## src/rtl/otpl_cfg.svh

```systemverilog
`ifndef OTPL_CFG_SVH
`define OTPL_CFG_SVH

// store geometry
`define OTPL_BITS 75
`define OTPL_WORD_W 10
`define OTPL_NWORDS 8
`define OTPL_IMG_W 80
`define OTPL_LAST_WORD 3'h7
`define OTPL_LOCK_POS 74
`define OTPL_LOCK_WORD 3'h7
`define OTPL_LOCK_MASK 10'h010

// programming pulse per word
`define OTPL_CLK_PERIOD_NS 20
`define OTPL_BURN_TIME_NS 10000
`define OTPL_BURN_CYC ((`OTPL_BURN_TIME_NS + `OTPL_CLK_PERIOD_NS - 1) / `OTPL_CLK_PERIOD_NS)

// field positions inside the stored image
`define OTPL_LOOPA_MSB 1
`define OTPL_LOOPA_LSB 0
`define OTPL_GAIN_MSB 3
`define OTPL_GAIN_LSB 2
`define OTPL_GSET_MSB 7
`define OTPL_GSET_LSB 4
`define OTPL_GTHR_POS 8
`define OTPL_ILIM1_MSB 11
`define OTPL_ILIM1_LSB 10
`define OTPL_ILIM2_MSB 13
`define OTPL_ILIM2_LSB 12
`define OTPL_OVR_MSB 17
`define OTPL_OVR_LSB 16
`define OTPL_SLOPE_MSB 20
`define OTPL_SLOPE_LSB 18
`define OTPL_OVSD_MSB 27
`define OTPL_OVSD_LSB 21
`define OTPL_SINV_POS 28
`define OTPL_PHC_MSB 30
`define OTPL_PHC_LSB 29
`define OTPL_VSET_MSB 37
`define OTPL_VSET_LSB 31
`define OTPL_FSF_MSB 40
`define OTPL_FSF_LSB 38
`define OTPL_EN1_POS 41
`define OTPL_EN2_POS 42
`define OTPL_FSM_MSB 46
`define OTPL_FSM_LSB 44
`define OTPL_TREC_POS 47
`define OTPL_KEEP_POS 48
`define OTPL_PIN_POS 49
`define OTPL_TOFF_MSB 52
`define OTPL_TOFF_LSB 50
`define OTPL_TON_MSB 55
`define OTPL_TON_LSB 53
`define OTPL_PS1_MSB 60
`define OTPL_PS1_LSB 56
`define OTPL_PS2_MSB 65
`define OTPL_PS2_LSB 61
`define OTPL_UV_MSB 73
`define OTPL_UV_LSB 71

`endif

```

## src/rtl/otpl_pkg.sv

```systemverilog
package otpl_pkg;
   typedef logic [9:0] otpl_word_t;
   typedef logic [2:0] otpl_addr_t;
   typedef enum logic [2:0] {
      ST_LOAD = 3'h0,
      ST_IDLE = 3'h1,
      ST_BURN = 3'h3,
      ST_READ = 3'h2
   } otpl_state_e;
endpackage

```

## src/rtl/otpl_fuse_array.sv

```systemverilog
`timescale 1ns/1ps
`default_nettype none
`include "otpl_cfg.svh"
module otpl_fuse_array (
   // clock
   input wire logic mclk_i,
   // fuse write
   input wire logic wr_en_i,
   input wire otpl_pkg::otpl_addr_t wr_addr_i,
   input wire otpl_pkg::otpl_word_t wr_data_i,
   // fuse read
   input wire logic rd_en_i,
   input wire otpl_pkg::otpl_addr_t rd_addr_i,
   output var otpl_pkg::otpl_word_t rd_data_o
);
   import otpl_pkg::*;

   // fuse cells carry no reset: their content survives power cycles
   // an unburnt part reads all zero, otherwise the lock test would see unknowns
   otpl_word_t cells [0:`OTPL_NWORDS-1] = '{default: 10'h000};

   // a blown fuse never returns to zero, so writes only add ones
   always_ff @(posedge mclk_i) begin
      if (wr_en_i) begin
         cells[wr_addr_i] <= cells[wr_addr_i] | wr_data_i;
      end
   end

   // registered read, one cycle latency
   always_ff @(posedge mclk_i) begin
      if (rd_en_i) begin
         rd_data_o <= cells[rd_addr_i];
      end
   end
endmodule
`default_nettype wire

```

## src/rtl/otpl_loader.sv

```systemverilog
`timescale 1ns/1ps
`default_nettype none
`include "otpl_cfg.svh"
module otpl_loader (
   // clock and reset
   input wire logic mclk_i,
   input wire logic sys_rst_i,
   // host staging and commands
   input wire logic stage_we_i,
   input wire otpl_pkg::otpl_addr_t stage_addr_i,
   input wire otpl_pkg::otpl_word_t stage_data_i,
   input wire logic prog_req_i,
   input wire logic read_req_i,
   input wire otpl_pkg::otpl_addr_t read_addr_i,
   input wire logic fail_clr_i,
   // host status
   output logic ready_o,
   output logic busy_o,
   output logic locked_o,
   output logic fail_o,
   output logic prog_done_o,
   output logic read_valid_o,
   output var otpl_pkg::otpl_word_t read_data_o,
   // field defaults
   output logic [1:0] booster_loop_ctrl_a_o,
   output logic [1:0] booster_amp_gain_o,
   output logic [3:0] gate_supply_setpoint_o,
   output logic booster_gate_threshold_o,
   output logic [1:0] phase1_current_limit_o,
   output logic [1:0] phase2_current_limit_o,
   output logic [1:0] overvoltage_reaction_o,
   output logic [2:0] booster_slope_ctrl_o,
   output logic [6:0] overvoltage_shutdown_level_o,
   output logic booster_source_invert_o,
   output logic [1:0] phase_count_select_o,
   output logic [6:0] booster_output_setpoint_o,
   output logic [2:0] failsafe_switch_freq_o,
   output logic phase_one_enable_o,
   output logic phase_two_enable_o,
   output logic [2:0] failsafe_mode_select_o,
   output logic thermal_auto_recovery_o,
   output logic logic_supply_keep_on_o,
   output logic shared_pin_function_o,
   output logic [2:0] min_off_time_set_o,
   output logic [2:0] min_on_time_set_o,
   output logic [4:0] power_share_phase_one_o,
   output logic [4:0] power_share_phase_two_o,
   output logic [2:0] gate_supply_undervolt_level_o
);
   import otpl_pkg::*;

   localparam logic [9:0] BURN_CYC = 10'(`OTPL_BURN_CYC);

   otpl_state_e state;
   otpl_state_e next_state;
   otpl_addr_t widx;
   logic rd_pend;
   logic load_last;
   logic [9:0] btimer;
   logic [`OTPL_IMG_W-1:0] img;
   logic img_valid;
   otpl_word_t stage [0:`OTPL_NWORDS-1];
   otpl_word_t arr_rd;
   logic arr_rd_en;
   otpl_addr_t arr_rd_addr;
   logic arr_wr_en;
   otpl_word_t arr_wr_data;
   logic take_prog;
   logic take_read;
   logic burn_end;

   // requests are only taken in idle, so none lands before the load ends
   assign take_prog = (state == ST_IDLE) && prog_req_i && !img[`OTPL_LOCK_POS];
   assign take_read = (state == ST_IDLE) && read_req_i && !prog_req_i;
   assign burn_end = (state == ST_BURN) && (btimer == BURN_CYC - 10'h001);

   // fuse port steering
   assign arr_rd_en = (state == ST_LOAD && !load_last) || take_read;
   assign arr_rd_addr = (state == ST_LOAD) ? widx : read_addr_i;
   assign arr_wr_en = burn_end;
   // lock bit travels with the last word of every burn
   assign arr_wr_data = (widx == `OTPL_LOCK_WORD) ? (stage[widx] | `OTPL_LOCK_MASK) : stage[widx];

   otpl_fuse_array u_fuse (
      .mclk_i(mclk_i),
      .wr_en_i(arr_wr_en),
      .wr_addr_i(widx),
      .wr_data_i(arr_wr_data),
      .rd_en_i(arr_rd_en),
      .rd_addr_i(arr_rd_addr),
      .rd_data_o(arr_rd)
   );

   // sequencer
   always_comb begin
      next_state = state;
      case (state)
         ST_LOAD: begin
            if (load_last && rd_pend) begin
               next_state = ST_IDLE;
            end
         end
         ST_IDLE: begin
            if (take_prog) begin
               next_state = ST_BURN;
            end else if (take_read) begin
               next_state = ST_READ;
            end
         end
         ST_BURN: begin
            // reload after the burn so the lock state is seen at once
            if (burn_end && widx == `OTPL_LAST_WORD) begin
               next_state = ST_LOAD;
            end
         end
         ST_READ: begin
            next_state = ST_IDLE;
         end
         default: begin
            next_state = ST_LOAD;
         end
      endcase
   end

   always_ff @(posedge mclk_i) begin
      if (sys_rst_i) begin
         state <= ST_LOAD;
         busy_o <= 1'b1;
      end else begin
         state <= next_state;
         busy_o <= (next_state != ST_IDLE);
      end
   end

   // word index and load bookkeeping
   always_ff @(posedge mclk_i) begin
      if (sys_rst_i) begin
         widx <= 3'h0;
         rd_pend <= 1'b0;
         load_last <= 1'b0;
      end else begin
         case (state)
            ST_LOAD: begin
               rd_pend <= !load_last || !rd_pend;
               if (!load_last) begin
                  widx <= widx + 3'h1;
                  load_last <= (widx == `OTPL_LAST_WORD);
               end
               if (load_last && rd_pend) begin
                  widx <= 3'h0;
                  load_last <= 1'b0;
                  rd_pend <= 1'b0;
               end
            end
            ST_BURN: begin
               if (burn_end) begin
                  widx <= widx + 3'h1;
               end
            end
            default: begin
               widx <= 3'h0;
               rd_pend <= 1'b0;
               load_last <= 1'b0;
            end
         endcase
      end
   end

   // image capture, one word a cycle behind the read address
   always_ff @(posedge mclk_i) begin
      if (sys_rst_i) begin
         img <= '0;
         img_valid <= 1'b0;
      end else if (state == ST_LOAD && rd_pend) begin
         img <= {arr_rd, img[`OTPL_IMG_W-1:`OTPL_WORD_W]};
         img_valid <= load_last;
      end else if (state != ST_LOAD) begin
         img_valid <= 1'b0;
      end
   end

   // per-word burn pulse timer
   always_ff @(posedge mclk_i) begin
      if (sys_rst_i || state != ST_BURN || burn_end) begin
         btimer <= 10'h000;
      end else begin
         btimer <= btimer + 10'h001;
      end
   end

   // staging words, writable only while idle
   always_ff @(posedge mclk_i) begin
      if (sys_rst_i) begin
         for (int i = 0; i < `OTPL_NWORDS; i++) begin
            stage[i] <= '0;
         end
      end else if (state == ST_IDLE && stage_we_i) begin
         stage[stage_addr_i] <= stage_data_i;
      end
   end

   // host status; a new failure wins over a clear in the same cycle
   always_ff @(posedge mclk_i) begin
      if (sys_rst_i) begin
         ready_o <= 1'b0;
         locked_o <= 1'b0;
         fail_o <= 1'b0;
         prog_done_o <= 1'b0;
         read_valid_o <= 1'b0;
         read_data_o <= '0;
      end else begin
         ready_o <= ready_o || (state == ST_LOAD && load_last && rd_pend);
         // lock shown at the edge busy falls, so it never lags the refusal logic
         if (state == ST_LOAD && load_last && rd_pend) begin
            locked_o <= |(arr_rd & `OTPL_LOCK_MASK);
         end
         if (state == ST_IDLE && prog_req_i && img[`OTPL_LOCK_POS]) begin
            fail_o <= 1'b1;
         end else if (fail_clr_i) begin
            fail_o <= 1'b0;
         end
         prog_done_o <= burn_end && (widx == `OTPL_LAST_WORD);
         read_valid_o <= (state == ST_READ);
         if (state == ST_READ) begin
            read_data_o <= arr_rd;
         end
      end
   end

   // field defaults, refreshed when a full image is in; spare bits stay unconnected
   always_ff @(posedge mclk_i) begin
      if (sys_rst_i) begin
         booster_loop_ctrl_a_o <= '0;
         booster_amp_gain_o <= '0;
         gate_supply_setpoint_o <= '0;
         booster_gate_threshold_o <= 1'b0;
         phase1_current_limit_o <= '0;
         phase2_current_limit_o <= '0;
         overvoltage_reaction_o <= '0;
         booster_slope_ctrl_o <= '0;
         overvoltage_shutdown_level_o <= '0;
         booster_source_invert_o <= 1'b0;
         phase_count_select_o <= '0;
         booster_output_setpoint_o <= '0;
         failsafe_switch_freq_o <= '0;
         phase_one_enable_o <= 1'b0;
         phase_two_enable_o <= 1'b0;
         failsafe_mode_select_o <= '0;
         thermal_auto_recovery_o <= 1'b0;
         logic_supply_keep_on_o <= 1'b0;
         shared_pin_function_o <= 1'b0;
         min_off_time_set_o <= '0;
         min_on_time_set_o <= '0;
         power_share_phase_one_o <= '0;
         power_share_phase_two_o <= '0;
         gate_supply_undervolt_level_o <= '0;
      end else if (img_valid) begin
         booster_loop_ctrl_a_o <= img[`OTPL_LOOPA_MSB:`OTPL_LOOPA_LSB];
         booster_amp_gain_o <= img[`OTPL_GAIN_MSB:`OTPL_GAIN_LSB];
         gate_supply_setpoint_o <= img[`OTPL_GSET_MSB:`OTPL_GSET_LSB];
         booster_gate_threshold_o <= img[`OTPL_GTHR_POS];
         phase1_current_limit_o <= img[`OTPL_ILIM1_MSB:`OTPL_ILIM1_LSB];
         phase2_current_limit_o <= img[`OTPL_ILIM2_MSB:`OTPL_ILIM2_LSB];
         overvoltage_reaction_o <= img[`OTPL_OVR_MSB:`OTPL_OVR_LSB];
         booster_slope_ctrl_o <= img[`OTPL_SLOPE_MSB:`OTPL_SLOPE_LSB];
         overvoltage_shutdown_level_o <= img[`OTPL_OVSD_MSB:`OTPL_OVSD_LSB];
         booster_source_invert_o <= img[`OTPL_SINV_POS];
         phase_count_select_o <= img[`OTPL_PHC_MSB:`OTPL_PHC_LSB];
         booster_output_setpoint_o <= img[`OTPL_VSET_MSB:`OTPL_VSET_LSB];
         failsafe_switch_freq_o <= img[`OTPL_FSF_MSB:`OTPL_FSF_LSB];
         phase_one_enable_o <= img[`OTPL_EN1_POS];
         phase_two_enable_o <= img[`OTPL_EN2_POS];
         failsafe_mode_select_o <= img[`OTPL_FSM_MSB:`OTPL_FSM_LSB];
         thermal_auto_recovery_o <= img[`OTPL_TREC_POS];
         logic_supply_keep_on_o <= img[`OTPL_KEEP_POS];
         shared_pin_function_o <= img[`OTPL_PIN_POS];
         min_off_time_set_o <= img[`OTPL_TOFF_MSB:`OTPL_TOFF_LSB];
         min_on_time_set_o <= img[`OTPL_TON_MSB:`OTPL_TON_LSB];
         power_share_phase_one_o <= img[`OTPL_PS1_MSB:`OTPL_PS1_LSB];
         power_share_phase_two_o <= img[`OTPL_PS2_MSB:`OTPL_PS2_LSB];
         gate_supply_undervolt_level_o <= img[`OTPL_UV_MSB:`OTPL_UV_LSB];
      end
   end
endmodule
`default_nettype wire

```

## config.mk

```make
export PLATFORM = sky130hd
export DESIGN_NAME = otpl_loader
export DESIGN_NICKNAME = d
export VERILOG_FILES = /design/src/rtl/otpl_pkg.sv /design/src/rtl/otpl_fuse_array.sv /design/src/rtl/otpl_loader.sv
export VERILOG_INCLUDE_DIRS = /design/src /design/src/rtl
export SDC_FILE = /design/constraint.sdc
export NUM_CORES = 1
export LEC_CHECK = 0
export ABC_AREA = 0
export CAP_MARGIN = 5
export CORE_MARGIN = 2
export CORE_UTILIZATION = 25
export DETAILED_ROUTE_END_ITERATION = 10
export DONT_BUFFER_PORTS = 1
export HOLD_SLACK_MARGIN = 0.02
export PLACE_DENSITY = 0.48
export SLEW_MARGIN = 20
export SYNTH_ARGS = -nofsm -noshare
export SYNTH_HDL_FRONTEND = slang
export SYNTH_SLANG_ARGS = --single-unit
```

## constraint.sdc

```tcl
create_clock -name mclk_i -period 2.8 [get_ports mclk_i]
set_clock_uncertainty 0.2 [all_clocks]
set_input_delay 0.28 -clock mclk_i [delete_from_list [all_inputs] [get_ports mclk_i]]
set_output_delay 0.28 -clock mclk_i [all_outputs]
set_load 0.01 [all_outputs]
```

# Word level (Yosys, flattened, before mapping)
# Memories as Yosys holds them, arrays and structs flattened. A register that Yosys moved wholly into a read port is not among the register bits.
# Cells that the tools add are included.
[totals] input_bits=22 n_memories=2 out_inout_bits=81 ram_bits=160 elab_cells=114 ff_bits=180
[classes] n_mux=34 add_sub_neg=2 n_reduce_logical=28 bitwise_logic=1 eq_ne=9
[memory_table] memory="stage" depth=8 word_bits=10 rd=1 rd_clocked_by_memory_dff=1 write_ports=8 line="otpl_loader.sv:62" text="otpl_word_t stage [0:`OTPL_NWORDS-1];"
[memory_table] memory="u_fuse.cells" depth=8 word_bits=10 rd=2 rd_clocked_by_memory_dff=2 write_ports=1 line="otpl_fuse_array.sv:20" text="otpl_word_t cells [0:`OTPL_NWORDS-1] = '{default: 10'h000};"
[ops] operator="$mux W3" n=13
[ops] operator="$mux W1" n=15
[ops] operator="$logic_and A1 B1 Y1" n=13
[ops] operator="$pmux W3 S4" n=1
[ops] operator="$add A10 B1 Y10 const B" n=1
[ops] operator="$eq A10 B9 Y1 const B" n=1
[ops] operator="$mux W10" n=1
[ops] operator="$or A10 B10 Y10" n=1
[ops] operator="$reduce_or A10 Y1" n=1
[ops] operator="$eq A3 B2 Y1 const B" n=2
[ops] operator="$pmux W3 S2" n=1
[ops] operator="$logic_or A1 B1 Y1" n=5
[ops] operator="$mux W5" n=1
[ops] operator="$logic_not A1 Y1" n=4
[ops] operator="$pmux W1 S2" n=2
[ops] operator="$reduce_bool A2 Y1" n=2
[ops] operator="$add A3 B1 Y3 const B" n=1
[ops] operator="$eq A3 B1 Y1 const B" n=1
[ops] operator="$eq A3 B3 Y1 const B" n=1
[ops] operator="$logic_not A3 Y1" n=1
[ops] operator="$ne A3 B1 Y1 const B" n=1
[ops] operator="$ne A3 B2 Y1 const B" n=1
[ops] operator="$ne A3 B3 Y1 const B" n=1
[ops] operator="$reduce_bool A3 Y1" n=1
[ops] operator="2 further kinds" n=2

# Depth between registers and ports, before layout
[logic_depth] depth_word=7 depth_mapped=7 ltp_nobuf=5

# Modules after synthesis
# From an unflattened synthesis, not the netlist that was laid out.
[hier_totals] cells_unflattened=1183 area_unflattened_um2=14242.4
[by_module_without_submodules] mod="otpl_loader" cells_per_inst=944 n_inst=1 area_per_inst_um2=10168.5 seq_area_each_um2=6045.8
[by_module_without_submodules] mod="otpl_fuse_array" cells_per_inst=239 n_inst=1 area_per_inst_um2=4073.9 seq_area_each_um2=2702.6

# Least setup slack after synthesis
# No wires, ideal clock.
[synth_timing] kind="reg-to-reg" start="register state[1]" end="register u_fuse.rd_data_o[9] (read register of u_fuse.cells), data pin" t_required_ns=2.327 period_less_slack_ns=2.626 setup_ns=0.273 path_stages_with_launch=6 t_arrival_ns=2.152 setup_slack_ns=0.174 path_buffers=2 cell_sequence="dfxtp_1 buf_6 or3_1 buf_6 mux2i_2 mux4_1"
[synth_between] elab_chain_cells=4 word_cells_on_any_way=7 classes_between="eq/ne (1); mux (1); reduce/logical (5)"
[synth_rtl] item="from (decl)" line="otpl_loader.sv:54" text="otpl_state_e state;"
[synth_rtl] item="from (signal assigned)" line="otpl_loader.sv:130" text="state <= next_state;"
[synth_rtl] item="$eq A3 B1 Y1" line="otpl_loader.sv:74" text="assign take_read = (state == ST_IDLE) && read_req_i && !prog_req_i;"
[synth_rtl] item="$logic_and A1 B1 Y1 (2 in a row)" line="otpl_loader.sv:74"
[synth_rtl] item="$logic_or A1 B1 Y1" line="otpl_loader.sv:78" text="assign arr_rd_en = (state == ST_LOAD && !load_last) || take_read;"
[synth_rtl] item="to (decl)" line="otpl_fuse_array.sv:14" text="output var otpl_pkg::otpl_word_t rd_data_o"
# Several ways; a longest one is shown, not always the timed one.
# A chain may end at the register's enable or synchronous reset.

==> summary.md <==
| Metric | Value |
|---|---|
| Register area share after synthesis | 63.3% |
| Mapped Cells | 1211 |
| Tot GR Track Use | 13.0% |
| Row count | 86 |
| Per-instance average area after synthesis | 11.4 sq um |
| Max Fclk | 380 MHz |
| WL final | 37.0 mm |
| Share of the synthesized area in the top cell type | 36.9% |
| Die height | 239 um |
| Final Wtd Congestion | 0.826 |
| RSZ-0062 raised after global routing | false |
| Worst-margin pin slew | 0.915 ns |
| H-tree depth | 2 |
| Max_cap viols | 0 |
| # port buffers | 0 |
| Min Tclk post-route | 2.63 ns |
| Synth-to-layout area growth | 20.1% |
| IO Count | 103 |
| Post-CTS Setup Inserts | 0 |
| Critical path data required time | 2.83 ns |
| CTS Buf Count | 40 |
| Final Max Slew Viols | 0 |
| First-pass GRT wire length | 56.2 mm |
| Static Leak | 0.00555 uW |
| Final Cell Area | 0.0166 sq mm |
| WL met1 | 16.2 mm |
| Headroom to the max-slew limit | 39.0% |
| Status | finished, final reports clean |
| Die width | 239 um |
| Max IR drop VDD | 357 uV |
| FF+latch count, synth | 352 |
| Largest family of logic cells by synthesized area | simple AND/OR/NAND/NOR gates |
| Max Root-Sink Buffers | 3 |
| Skew-Pair Late Insertion Delay | 0.55 ns |
| Largest net degree at the start of global routing | 136 |
| Slowest cell delay on critical path | 0.73 ns |
| Post-synthesis compound-gate area fraction | 5.42% |
| Number of global-route vias before repair | 8919 |
| Critical path arrival | 2.66 ns |
| P per Cell Area | 660 mW/mm^2 |
| Fin nets | 1293 |
| Area contributors post-synth | edfxtp_1 37%, dfxtp_1 26%, nand2_1 5.1%, mux2i_1 5.1%, a21oi_1 4.9% |
| Core Area | 0.0549 sq mm |
| Cell Chain, Critical Path | or3b_2 > or4b_2 > nor3_1 > or2_2 |
| Clock tree from TritonCTS | yes |
| Adder-cell share of the synthesized area | 0.272% |
| Via/cell ratio | 4.50 |
| Critical Path Source Type | register |
| Final setup fails | 0 |
| Root buffer cell | clkbuf_16 |
| Area after DPL | 0.0147 sq mm |
| Routed wl met2 | 17.2 mm |
| Clk sink count | 352 |
| FF-to-FF setup slack | 0.17 ns |
| Setup CP Type | reg -> reg |
| Final hold vios | 0 |
| GRT overflow | 0 |
| Cell area after synthesis | 0.0138 sq mm |
| Post-route DRC | 0 |
| Drt wl/cell | 18.5 um |
| Mux contribution to synthesized area | 11.8% |
| 1st-iter DRT viols | 706 |
| Met3 wire length | 2.81 mm |
| Area share of xor/xnor cells in the synthesized design | 0.507% |
| Post-Route Setup TNS | 0 ns |
| DRT antenna net count | 0 |
| Layout cells sized above 1 | 13.0% |
| Critical-path top delay cell | or4b_2 |
| Initial Utilization | 25.2% |
| Crit-path max FO | 10 |
| Uppermost layer routed | met5 |
| Iteration count of the initial detailed-routing pass | 4 |
| Warning count from the yosys run | 0 |
| Synth cell types | 47 |
| Diode count | 0 |
| Mapped Nets | 1236 |
| Vias | 9008 |
| Min-delay worst type | in -> reg |
| Final period util | 93.9% |
| Clock transition at path regs | 0.06 ns |
| Antenna violations before repair | 3 |
| Post-Synth Simple-Gate Area | 16.2% |
| Die footprint | 0.0572 sq mm |
| CP endpoint kind | register |
| HPWL after DPL | 24.8 mm |
| Synth area leader | edfxtp_1 |
-- power breakdown --
part | internal, uW | switching (uW)
logic | 140 | 216
clock network | 3000 | 2100
registers | 5460 | 40.1
total | 8600 | 2360
-- worst max-delay path, delay by kind of cell, from the launching register on --
family	cells	cell delay, ns
AND/OR/NAND/NOR	4	1.75
flip-flops	1	0.36
-- sequential cells by signal (all words and copies together), names as in the netlist, 4 cells and up, named ones only --
register,flops
u_fuse.cells,80
power_share_phase_two_o,5
read_data_o,10
u_fuse.rd_data_o,10
overvoltage_shutdown_level_o,7
btimer,10
booster_output_setpoint_o,7
gate_supply_setpoint_o,4
power_share_phase_one_o,5
stage,80
img,79
-- placed cells by master (no fill, tap or decap), drive strengths merged, types with 3 or more instances in the layout --
cell type / count
nand3: 4
nand2b: 10
nor3: 48
mux4: 20
clkinv: 9
buf: 35
or2: 10
inv: 6
dlygate4sd3: 54
and2: 81
ha: 3
clkbuf: 59
nand2: 189
and3: 3
edfxtp: 170
xnor2: 6
dfxtp: 182
mux2: 41
mux2i: 71
nor2: 135
a21oi: 134
-- kinds of logic (layout without fill, tap and decap cells) --
group / after synthesis / count (layout)
compound gates: 144 / 144
xor+xnor: 8 / 8
fa+ha+maj: 3 / 3
buf+inv: 77 / 166
flops: 352 / 352
mux: 132 / 132
other cells: 1 / 1
simple gates: 494 / 494
-- final cells by class --
| cell class | instances | area, sq um |
|---|---|---|
| clock buffer | 59 | 1170 |
| clock inverter | 15 | 109 |
| fill | 5603 | 38300 |
| inverter | 3 | 11.3 |
| multi-input combinational | 782 | 4750 |
| sequential | 352 | 8750 |
| tap | 704 | 881 |
| timing repair buffer | 89 | 911 |
-- metal layers --
metal / global-route usage (%) / vias to the layer above
met2: 20.9 / 247
met3: 3.50 / 53
met1: 17.0 / 4368
met5: 0 / -
met4: 3.77 / 4
li1: - / 4336
-- stage by stage --
| stage | power, uW | hold slack [ns] | std cells | util, % | setup slack [ns] |
|---|---|---|---|---|---|
| after floorplan | 5840 | 0.230 | 1211 | - | 0.174 |
| after global placement | 5890 | 0.165 | 1875 | 26.8 | 0.171 |
| after detailed placement | 5890 | 0.169 | 1875 | 26.8 | 0.0905 |
| after CTS | 11200 | 0.0234 | 2004 | 30.2 | 0.0769 |
| after global routing | 11400 | 0.0449 | 2004 | 30.2 | 0.00571 |
| final | 11000 | 0.0255 | 2004 | 30.2 | 0.171 |
-- synthesized netlist by cell type (all sizes together) --
library cell,instances
nand3b,2
nand2,189
ha,3
nand4bb,2
a221oi,1
edfxtp,170
a21o,1
and3b,1
o22ai,1
mux2,41
o21ai,2
dfxtp,182
nand3,4
nand4b,1
conb,1
a21oi,134
and2,81
or2,10
nor3b,1
xor2,2
a32oi,2
nand2b,10
xnor2,6
nand4,1
nor4b,1
or4b,1
clkbuf,65
nor2,135
or3b,1
nor4,1
o21a,1
or3,2
o2bb2ai,1
nor3,48
inv,3
mux2i,71
buf,9
a2111o,1
mux4,20
and3,3
-- final timing paths --
path,depth (start not counted),end,start
max,4,stage[0][3],state[0]
min,4,state[1],prog_req_i
max reg2reg,4,stage[0][3],state[0]
min reg2reg,2,img[7],img[7]
-- timing repair --
item | CTS | global route
hold endpoints to repair | 316 | 0
resized for setup | 0 | 1
hold buffers | 55 | 0
endpoints found under the setup margin | 0 | 1
(Power assumes the default switching activity.)
